===== src/rtl/aom_pkg.sv =====
package aom_pkg;

	// Register byte offsets
	localparam logic [7:0] OFF_ASSIGN    = 8'h00;
	localparam logic [7:0] OFF_INVERT    = 8'h04;
	localparam logic [7:0] OFF_SELECT    = 8'h08;
	localparam logic [7:0] OFF_STATUS    = 8'h0c;
	localparam logic [7:0] OFF_IRQ_STAT  = 8'h10;
	localparam logic [7:0] OFF_IRQ_MASK  = 8'h14;
	localparam logic [7:0] OFF_SERIAL    = 8'h18;

	// Field positions
	localparam int POS_STALL       = 0;
	localparam int POS_LOWER_ALARM = 4;
	localparam int POS_UPPER_ALARM = 5;
	localparam int POS_SELECT_NC   = 0;
	localparam int POS_IRQ_OUT     = 0;
	localparam int POS_IRQ_CHANGE  = 1;

	// Reset values
	localparam logic [7:0] RST_ASSIGN   = 8'h00;
	localparam logic [7:0] RST_INVERT   = 8'h00;
	localparam logic       RST_SELECT   = 1'b0;
	localparam logic [1:0] RST_IRQ_MASK = 2'h0;

	// Factory serial framing
	localparam int         SERIAL_BAUD      = 300;
	localparam logic [3:0] SERIAL_DATA_BITS = 4'h8;
	localparam logic [1:0] SERIAL_STOP_BITS = 2'h1;
	localparam logic [2:0] SERIAL_BAUD_CODE = 3'h1;

	// AXI4-Lite responses
	localparam logic [1:0] RESP_OKAY   = 2'h0;
	localparam logic [1:0] RESP_SLVERR = 2'h2;

	typedef struct packed {
		logic [7:0] assign_bits;
		logic [7:0] invert_bits;
		logic       select_nc;
	} matrix_cfg_t;

endpackage


===== src/rtl/aom_combine.sv =====
`timescale 1ns/1ps
module aom_combine (
	// Configuration
	input  wire aom_pkg::matrix_cfg_t cfg_i,
	// Drive status flags
	input  wire logic [7:0]           status_i,
	// Result
	output logic                      out_active_o
);
	logic [7:0] term;
	logic       combined;

	assign term = status_i ^ cfg_i.invert_bits;
	assign combined = |(term & cfg_i.assign_bits);
	assign out_active_o = combined ^ cfg_i.select_nc;
endmodule // aom_combine


===== src/rtl/assignable_output_matrix.sv =====
`timescale 1ns/1ps
// Summary of operation
// - Assignment bit weight 1 routes pickup-stalled to the output.
// - Weights 32 and 16 route upper and lower limit alarms, ORed.
// - An inversion value of zero leaves every condition uninverted.
// - Selector zero gives normally-open: off unless combined is active.
// - Assignment and inversion each hold eight switches, switch n at weight 2^(n-1).
// - The stored value is the sum of the on switches, read back as is.
// - Factory serial framing is 300 baud, eight data, one stop bit.
// - Each inversion bit complements its own condition independently.
// - Selector picks normally-open or normally-closed final sense.
// - The eight conditions are the drive status flags bit for bit.
module assignable_output_matrix (
	// Clock and reset
	input  wire logic        clk_sys_i,
	input  wire logic        rst_i,
	// Drive status flags
	input  wire logic [7:0]  drive_status_i,
	// Write address channel
	input  wire logic [7:0]  s_axi_awaddr_i,
	input  wire logic        s_axi_awvalid_i,
	output logic             s_axi_awready_o,
	// Write data channel
	input  wire logic [31:0] s_axi_wdata_i,
	input  wire logic [3:0]  s_axi_wstrb_i,
	input  wire logic        s_axi_wvalid_i,
	output logic             s_axi_wready_o,
	// Write response channel
	output logic [1:0]       s_axi_bresp_o,
	output logic             s_axi_bvalid_o,
	input  wire logic        s_axi_bready_i,
	// Read address channel
	input  wire logic [7:0]  s_axi_araddr_i,
	input  wire logic        s_axi_arvalid_i,
	output logic             s_axi_arready_o,
	// Read data channel
	output logic [31:0]      s_axi_rdata_o,
	output logic [1:0]       s_axi_rresp_o,
	output logic             s_axi_rvalid_o,
	input  wire logic        s_axi_rready_i,
	// Open-collector output and interrupt
	output logic             out_drive_o,
	output logic             irq_o
);
	aom_pkg::matrix_cfg_t cfg;
	logic [7:0]  status_s1;
	logic [7:0]  status_s2;
	logic        out_active;
	logic        out_prev;
	logic [1:0]  irq_stat;
	logic [1:0]  irq_mask;
	logic [1:0]  irq_event;
	logic [1:0]  irq_clear;
	logic [1:0]  next_irq_stat;

	// Write path state
	logic        aw_held;
	logic [7:0]  aw_addr;
	logic        w_held;
	logic [31:0] w_data;
	logic [3:0]  w_strb;
	logic        wr_fire;
	logic        wr_hit;
	logic        wr_assign;
	logic        wr_invert;
	logic        wr_select;
	logic        wr_irq_stat;
	logic        wr_irq_mask;
	logic        wr_lane0;
	logic [7:0]  next_assign;
	logic [7:0]  next_invert;

	// Handshake decode
	logic        aw_take;
	logic        w_take;
	logic        b_done;
	logic        next_awready;
	logic        next_wready;

	// Read path
	logic        rd_fire;
	logic        rd_hit;
	logic [31:0] rd_word;
	logic        r_done;
	logic        next_arready;

	// Mapped offsets; a miss answers SLVERR on either path
	function automatic logic addr_known(input logic [7:0] a);
		addr_known = (a == aom_pkg::OFF_ASSIGN)
			|| (a == aom_pkg::OFF_INVERT)
			|| (a == aom_pkg::OFF_SELECT)
			|| (a == aom_pkg::OFF_STATUS)
			|| (a == aom_pkg::OFF_IRQ_STAT)
			|| (a == aom_pkg::OFF_IRQ_MASK)
			|| (a == aom_pkg::OFF_SERIAL);
	endfunction

	// Flags arrive from outside the clock domain
	always_ff @(posedge clk_sys_i or posedge rst_i) begin
		if (rst_i) begin
			status_s1 <= 8'h00;
			status_s2 <= 8'h00;
		end else begin
			status_s1 <= drive_status_i;
			status_s2 <= status_s1;
		end
	end

	aom_combine u_combine (
		.cfg_i        (cfg),
		.status_i     (status_s2),
		.out_active_o (out_active)
	);

	always_ff @(posedge clk_sys_i or posedge rst_i) begin
		if (rst_i) begin
			out_drive_o <= 1'b0;
			out_prev    <= 1'b0;
		end else begin
			out_drive_o <= out_active;
			out_prev    <= out_drive_o;
		end
	end

	// Write channel capture, address and data in either order
	// A held pair waits until the last response is taken
	assign wr_fire  = aw_held && w_held && !s_axi_bvalid_o;
	assign wr_hit   = addr_known(aw_addr);
	// Lane 0 carries every writable register
	assign wr_lane0 = w_strb[0];
	assign wr_assign   = wr_fire && wr_lane0
		&& (aw_addr == aom_pkg::OFF_ASSIGN);
	assign wr_invert   = wr_fire && wr_lane0
		&& (aw_addr == aom_pkg::OFF_INVERT);
	assign wr_select   = wr_fire && wr_lane0
		&& (aw_addr == aom_pkg::OFF_SELECT);
	assign wr_irq_stat = wr_fire && wr_lane0
		&& (aw_addr == aom_pkg::OFF_IRQ_STAT);
	assign wr_irq_mask = wr_fire && wr_lane0
		&& (aw_addr == aom_pkg::OFF_IRQ_MASK);

	assign next_assign = w_data[7:0];
	assign next_invert = w_data[7:0];

	always_ff @(posedge clk_sys_i or posedge rst_i) begin
		if (rst_i) begin
			aw_held <= 1'b0;
			aw_addr <= 8'h00;
		end else if (aw_take) begin
			aw_held <= 1'b1;
			aw_addr <= s_axi_awaddr_i;
		end else if (wr_fire) begin
			aw_held <= 1'b0;
		end
	end

	always_ff @(posedge clk_sys_i or posedge rst_i) begin
		if (rst_i) begin
			w_held <= 1'b0;
			w_data <= 32'h0000_0000;
			w_strb <= 4'h0;
		end else if (w_take) begin
			w_held <= 1'b1;
			w_data <= s_axi_wdata_i;
			w_strb <= s_axi_wstrb_i;
		end else if (wr_fire) begin
			w_held <= 1'b0;
		end
	end

	// Slot fills at the take; ready returns once the slot drains
	assign aw_take      = s_axi_awvalid_i && s_axi_awready_o;
	assign w_take       = s_axi_wvalid_i && s_axi_wready_o;
	assign b_done       = s_axi_bvalid_o && s_axi_bready_i;
	assign next_awready = !aw_held && !aw_take;
	assign next_wready  = !w_held && !w_take;

	// Ready only while the holding slot is empty
	always_ff @(posedge clk_sys_i or posedge rst_i) begin
		if (rst_i) begin
			s_axi_awready_o <= 1'b0;
			s_axi_wready_o  <= 1'b0;
		end else begin
			s_axi_awready_o <= next_awready;
			s_axi_wready_o  <= next_wready;
		end
	end

	always_ff @(posedge clk_sys_i or posedge rst_i) begin
		if (rst_i) begin
			s_axi_bvalid_o <= 1'b0;
			s_axi_bresp_o  <= aom_pkg::RESP_OKAY;
		end else if (wr_fire) begin
			s_axi_bvalid_o <= 1'b1;
			s_axi_bresp_o  <= wr_hit ? aom_pkg::RESP_OKAY
				: aom_pkg::RESP_SLVERR;
		end else if (b_done) begin
			s_axi_bvalid_o <= 1'b0;
		end
	end

	always_ff @(posedge clk_sys_i or posedge rst_i) begin
		if (rst_i) begin
			cfg.assign_bits <= aom_pkg::RST_ASSIGN;
			cfg.invert_bits <= aom_pkg::RST_INVERT;
			cfg.select_nc   <= aom_pkg::RST_SELECT;
		end else begin
			if (wr_assign)
				cfg.assign_bits <= next_assign;
			if (wr_invert)
				cfg.invert_bits <= next_invert;
			if (wr_select)
				cfg.select_nc <= w_data[aom_pkg::POS_SELECT_NC];
		end
	end

	// Events: output switched on, output changed
	assign irq_event[aom_pkg::POS_IRQ_OUT]    = out_drive_o && !out_prev;
	assign irq_event[aom_pkg::POS_IRQ_CHANGE] = out_drive_o ^ out_prev;
	assign irq_clear = wr_irq_stat ? w_data[1:0] : 2'h0;
	// Set wins over a clear in the same cycle
	assign next_irq_stat = (irq_stat & ~irq_clear) | irq_event;

	// Sticky status; the level output updates on the same clock as the status
	always_ff @(posedge clk_sys_i or posedge rst_i) begin
		if (rst_i) begin
			irq_stat <= 2'h0;
			irq_mask <= aom_pkg::RST_IRQ_MASK;
			irq_o    <= 1'b0;
		end else begin
			irq_stat <= next_irq_stat;
			if (wr_irq_mask)
				irq_mask <= w_data[1:0];
			irq_o <= |(next_irq_stat & irq_mask);
		end
	end

	// Read path
	assign rd_fire = s_axi_arvalid_i && s_axi_arready_o;
	assign rd_hit  = addr_known(s_axi_araddr_i);
	assign r_done  = s_axi_rvalid_o && s_axi_rready_i;

	// One read at a time: no new address while an answer stands
	assign next_arready = !rd_fire && (!s_axi_rvalid_o || s_axi_rready_i);

	// Live address decode; sampled only in the take cycle
	always_comb begin
		rd_word = 32'h0000_0000;
		case (s_axi_araddr_i)
			aom_pkg::OFF_ASSIGN:   rd_word[7:0] = cfg.assign_bits;
			aom_pkg::OFF_INVERT:   rd_word[7:0] = cfg.invert_bits;
			aom_pkg::OFF_SELECT:   rd_word[0]   = cfg.select_nc;
			aom_pkg::OFF_STATUS: begin
				rd_word[7:0] = status_s2;
				rd_word[8]   = out_drive_o;
			end
			aom_pkg::OFF_IRQ_STAT: rd_word[1:0] = irq_stat;
			aom_pkg::OFF_IRQ_MASK: rd_word[1:0] = irq_mask;
			aom_pkg::OFF_SERIAL: begin
				rd_word[2:0] = aom_pkg::SERIAL_BAUD_CODE;
				rd_word[7:4] = aom_pkg::SERIAL_DATA_BITS;
				rd_word[9:8] = aom_pkg::SERIAL_STOP_BITS;
			end
			default:               rd_word = 32'h0000_0000;
		endcase
	end

	// Address taken only while no answer stands
	always_ff @(posedge clk_sys_i or posedge rst_i) begin
		if (rst_i)
			s_axi_arready_o <= 1'b0;
		else
			s_axi_arready_o <= next_arready;
	end

	// Answer stands until the master takes it
	always_ff @(posedge clk_sys_i or posedge rst_i) begin
		if (rst_i) begin
			s_axi_rvalid_o  <= 1'b0;
			s_axi_rdata_o   <= 32'h0000_0000;
			s_axi_rresp_o   <= aom_pkg::RESP_OKAY;
		end else if (rd_fire) begin
			s_axi_rvalid_o  <= 1'b1;
			s_axi_rdata_o   <= rd_word;
			s_axi_rresp_o   <= rd_hit ? aom_pkg::RESP_OKAY
				: aom_pkg::RESP_SLVERR;
		end else if (r_done) begin
			s_axi_rvalid_o  <= 1'b0;
		end
	end
endmodule // assignable_output_matrix


===== config.mk =====
export PLATFORM = sky130hd
export DESIGN_NAME = assignable_output_matrix
export DESIGN_NICKNAME = d
export VERILOG_FILES = /design/src/rtl/aom_pkg.sv /design/src/rtl/aom_combine.sv /design/src/rtl/assignable_output_matrix.sv
export SDC_FILE = /design/constraint.sdc
export NUM_CORES = 1
export LEC_CHECK = 0
export BUFFER_PORTS_ARGS = -buffer_cell sky130_fd_sc_hd__buf_2
export CORE_MARGIN = 2
export CORE_UTILIZATION = 45
export CTS_CLUSTER_SIZE = 8
export DETAILED_ROUTE_END_ITERATION = 8
export PLACE_DENSITY = 0.73
export SLEW_MARGIN = 10
export SYNTH_ARGS = -nofsm -noshare
export SYNTH_HDL_FRONTEND = slang
export SYNTH_SLANG_ARGS = --single-unit

===== constraint.sdc =====
create_clock -name clk_sys_i -period 1.8 [get_ports clk_sys_i]
set_input_delay 0.09 -clock clk_sys_i [delete_from_list [all_inputs] [get_ports clk_sys_i]]
set_output_delay 0.09 -clock clk_sys_i [all_outputs]
set_load 0.02 [all_outputs]

# ---- Word level (Yosys, flattened, before mapping)
# Index checks and enable logic that the tools add are counted.
dict set report word_totals {
  reg_bits 77
  inputBits 67
  word_cells 105
}
dict set report op_classes {
  eq_ne 12
  mux 16
  bitwise_logic 8
  reduce_logical 46
}
# operator n
set ops {}
lappend ops {{equality test 8 x 5 -> 1 bit (second input constant)} 6}
lappend ops {{equality test 8 x 4 -> 1 bit (second input constant)} 4}
lappend ops {{logical AND 1 bit} 17}
lappend ops {{equality test 8 x 3 -> 1 bit (second input constant)} 2}
lappend ops {{zero test 8 bit} 2}
lappend ops {{one-hot mux 4 bit (4 select lines)} 1}
lappend ops {{logical OR 1 bit} 13}
lappend ops {{AND 8 bit} 1}
lappend ops {{zero test 1 bit} 8}
lappend ops {{nonzero test 2 bit} 4}
lappend ops {{OR reduction 8 bit} 1}
lappend ops {{XOR 8 bit} 1}
lappend ops {{2-to-1 mux 1 bit} 7}
lappend ops {{one-hot mux 1 bit (7 select lines)} 1}
lappend ops {{2-to-1 mux 2 bit} 3}
lappend ops {{one-hot mux 1 bit (3 select lines)} 2}
lappend ops {{one-hot mux 1 bit (5 select lines)} 1}
lappend ops {{AND 2 bit} 2}
lappend ops {{inverter 2 bit} 1}
lappend ops {{OR 2 bit} 1}
lappend ops {{one-hot mux 1 bit (2 select lines)} 1}
lappend ops {{OR reduction 2 bit} 1}
lappend ops {{XOR 1 bit} 2}

# ---- Logic depth before layout (Yosys ltp)
dict set report logic_depth {
  ltp_word 10
  ltp_mapped 5
}

# ---- Cells and area by module
# A second synthesis with hierarchy kept.
dict set report hier_totals {
  hier_cells 264
  hier_area_um2 3335.7
}
# mod n_inst cells_per_inst area_per_inst_um2 seq_area_each_um2
set by_module_without_submodules {}
lappend by_module_without_submodules {assignable_output_matrix 1 250 3220.6 1876.8}
lappend by_module_without_submodules {aom_combine 1 14 115.1 0.0}

# ---- Least setup slack after synthesis
# Ideal clock, no wire load.
dict set report synth_timing {
  path_kind {register to register}
  start {register aw_addr[1]}
  end {register cfg[1] in the netlist's numbering}
  setup_ns 0.125
  t_arrival_ns 1.619
  required_ns 1.675
  slack_ns 0.056
  stages_incl_launch_ff 6
  n_path_buf 1
  synth_period_minus_slack_ns 1.744
  path_cell_list {dfrtp_1 -> or4_4 -> nor3_2 -> nand4bb_1 -> buf_6 -> mux2_2}
}
dict set report synth_between {
  elab_chain_len 2
}
# element line_no
set synth_lines {}
lappend synth_lines {{from (decl)} assignable_output_matrix.sv:58} ;# logic [7:0] aw_addr;
lappend synth_lines {{from (signal assigned)} assignable_output_matrix.sv:151} ;# aw_addr <= s_axi_awaddr_i;
lappend synth_lines {{equality test 8 x 3 -> 1 bit} assignable_output_matrix.sv:134} ;# && (aw_addr == aom_pkg::OFF_INVERT);
lappend synth_lines {{logical AND 1 bit} assignable_output_matrix.sv:134}
lappend synth_lines {{to (decl)} assignable_output_matrix.sv:45} ;# aom_pkg::matrix_cfg_t cfg;
# No other way between the ends.
# A chain may end at the register's enable or synchronous reset.

# ---- Final worst setup path
dict set report layout_timing {
  start {register aw_addr[6]}
  end {register cfg[7] in the netlist's numbering}
}
# Same word-level chain as after synthesis.

==> results by group <==
Pwr
  • Maximum vdd drop: 0.950 mV
  • Pwr Density: around 1200 nW/µm²
  • Total power: 4.89 mW
  • Leakage: 2.04 nW

Drt
  • Met1 wire length: 2.87 mm
  • Routed met2 length: 2.78 mm
  • DRT iter0 DRCs: 84
  • Post-route DRC: 0
  • Routed wl met3: between 300 and 400 µm
  • WL final: 6.11 mm
  • Routed Antenna Nets: 0
  • Uppermost routed layer: met4
  • Via-to-Cell Ratio: 4.81
  • DR pass1 iterations: 4
  • Routed vias: 2177
  • DR WL/cell: 13.5 µm

Timing
  • Skew final: ~0.005 ns
  • Relative slew slack: 0.640
  • Final Max Tran Viols: 0
  • Max Fclk: between 500 and 600 MHz
  • Fin. Hold Viols: 0
  • Slew @ Worst Pin: 0.539 ns
  • Tmin final: 1.83 ns
  • Min setup slack post-route: -0.0306 ns
  • RSZ-0062 raised after global routing: true
  • Tcrit/Tclk final: 1.02
  • Finish-stage setup viols: 8

Logic synthesis
  • Top-count cell post-synth: dfrtp_1
  • Seq/Total Area, Yosys: 0.578
  • Cell taking the most area after synthesis: dfrtp_1
  • Synth top area share: 0.578
  • Cells after Synth: 256
  • Unique masters post-synth: 40
  • Post-synth EDFFs: 0
  • Top cells by area, synth: dfrtp_1, mux2_2, buf_4
  • Synth Register Bits: 75
  • Synth Warn #: 0
  • Synthesized area: 3250 µm²
  • Synth async-reset ratio: 1.00
  • Mean area per synthesized cell: 12.7 µm²
  • Post-synth top cells: dfrtp_1, mux2_2, buf_4
  • Leading register cell type out of synthesis: dfrtp_1

CTS
  • H-tree depth: 3
  • CTS tree: built
  • CTS Buf Count: 9
  • Clock sink total: 75
  • Clock transition at path regs: 0.07 ns
  • Clock Tree Buf Depth: 2
  • Clock root cell: clkbuf_8
  • Worst skew pair latency: 0.34 ns

Critical path
  • Startpoint Class: register
  • Worst Path Arrival: 2.06 ns
  • Worst Path Required: 2.03 ns
  • Worst reg-to-reg path cell count: 5
  • Worst R2R Start: aw_addr[6]
  • Crit path cell chain: or4_4 -> nor3_4 -> nand4bb_1 -> buf_6 -> mux2_2
  • Worst-path maximum fanout: 8
  • R2R Setup Slk: -0.03 ns
  • Crit-path slowest cell: or4_4
  • Nature of the critical path endpoint: register
  • Largest stage delay on the critical path: 0.58 ns
  • Worst Path Class, Setup: reg2reg
  • Reg-to-Reg End: cfg[7]

Global route
  • GRT Residual Overflow: 0
  • Initial antenna violation count: 0
  • Largest net degree at the start of global routing: 39
  • Gr usage total: 0.164
  • First-pass GRT wire length: 9.68 mm
  • Vias in the first global route: 2009

Die
  • I/O pins: 110
  • Starting Density: 0.472
  • Chip width: 88.9 µm
  • Die height: between 80 and 90 µm
  • Die ar.: 7910 µm²
  • Row count: 30
  • Core Area: 6870 µm²

Cells and area
  • Area Growth Syn to Fin: 27.3%
  • Nets@finish: 421
  • Final non-filler cell total: 453
  • Register area: 1880 µm²
  • Ant. Diodes: 0
  • Share of layout cells above drive strength 1: 0.339
  • Design area: approximately 4100 µm²
  • Fillcell total: 559
  • Layout Utilization: 0.601
  • Area of the multi-input gates: 1220 µm²

Placed design
  • Placed standard-cell area: approximately 3600 µm²
  • Setup WS pre-CTS: -0.0913 ns
  • Routability cong.: 0.792
  • Dpl hpwl: 4.19 mm
  • DP Cell Count: 408
  • Port Buffer Count: 57

Min path
  • Worst hold path type: in2reg
  • Min-delay src: s_axi_arvalid_i
  • Hold Path Depth: 3
  • Worst Hold Endpoint: s_axi_rresp_o[1]

Run status
  • Failing checks: setup timing
  • Status: complete, but fails checks

Flow run
  • Max_cap viols: 0
[worst max path at each step]
| stage | slack, ns | to | cells after the start | from |
|---|---|---|---|---|
| floorplan | 0.06 | cfg[1] | 5 | aw_addr[1] |
| finish | -0.03 | cfg[7] | 5 | aw_addr[6] |
| global placement | -0.06 | cfg[13] | 4 | aw_addr[1] |
| detailed placement | -0.09 | cfg[7] | 5 | aw_addr[1] |
| global route | -0.12 | irq_mask[1] | 4 | aw_addr[6] |
| CTS | -0.05 | cfg[7] | 5 | aw_addr[6] |
[cell type report]
class                           count  area share
Inverter                            9     0.00909
Clock inverter                      5      0.0248
Clock buffer                       10      0.0309
Timing Repair Buffer               93       0.157
Sequential cell                    75       0.454
Tap cell                           96      0.0291
Multi-Input combinational cell    165       0.295
[registers in the layout (all words and copies together) (netlist names), 2 cells and up]
| name | cells |
|---|---|
| cfg | 17 |
| s_axi_rdata_o | 9 |
| aw_addr | 8 |
| status_s1 | 8 |
| status_s2 | 8 |
| w_data | 8 |
| irq_mask | 2 |
| irq_stat | 2 |
[through the flow]
| step | TNS (ns) | hold WS (ns) |
|---|---|---|
| after floorplan | 0 | 0.121 |
| after global placement | -0.683 | 0.168 |
| after detailed placement | -1.20 | 0.168 |
| after CTS | -0.363 | 0.0183 |
| after global routing | -1.63 | 0.0477 |
| final | -0.176 | 0.0281 |
[timing repair]
| action | CTS | global route |
|---|---|---|
| resized for setup | 3 | 1 |
| hold endpoints to repair | 51 | 0 |
| hold buffers | 30 | 0 |
| buffers inserted | 0 | 0 |
| setup endpoints to repair | 18 | 21 |
| gates cloned | 0 | 0 |
| pin swaps | 3 | 2 |
[cells in the final DEF, fill, tap and decap left out, types with 9 or more instances in the layout]
cell / count
buf_2: 57
clkbuf_8: 9
conb_1: 25
dfrtp_1: 75
dlygate4sd3_1: 30
mux2_2: 38
nand2_1: 15
o21ai_0: 13
xor2_1: 9
[cells by family (layout without fill, tap and decap cells)]
family / Yosys count / count (layout) / share of synthesized area
AO/OA/AOI/OAI: 44 / 44 / 0.0902
XOR/XNOR: 9 / 9 / 0.0243
adder cells (fa/ha/maj): 1 / 1 / 0.00385
buffers and inverters: 40 / 117 / 0.0779
flip-flops: 75 / 75 / 0.578
multiplexers: 44 / 44 / 0.150
other: 1 / 25 / 0.00116
AND/OR/NAND/NOR: 42 / 42 / 0.0740
[where the power goes]
group / internal [mW] / leakage (nW) / switching [mW]
Sequential: 2.05 / 0.940 / 0.356
Combinational: 0.501 / 0.991 / 0.490
Clock: 0.911 / 0.112 / 0.581
[critical path, delay by kind of cell, from the launching register on]
family | cells | cell delay [ns]
and+or+nand+nor | 3 | 0.89
muxes | 1 | 0.27
DFF | 1 | 0.38
buffers and inverters | 1 | 0.18
[metal layers]
metal,vias to the layer above,track usage
li1,1047,-
met1,1047,0.217
met2,73,0.256
met3,10,0.0434
met4,0,0.0716
met5,-,0
(Power assumes the default switching activity.)
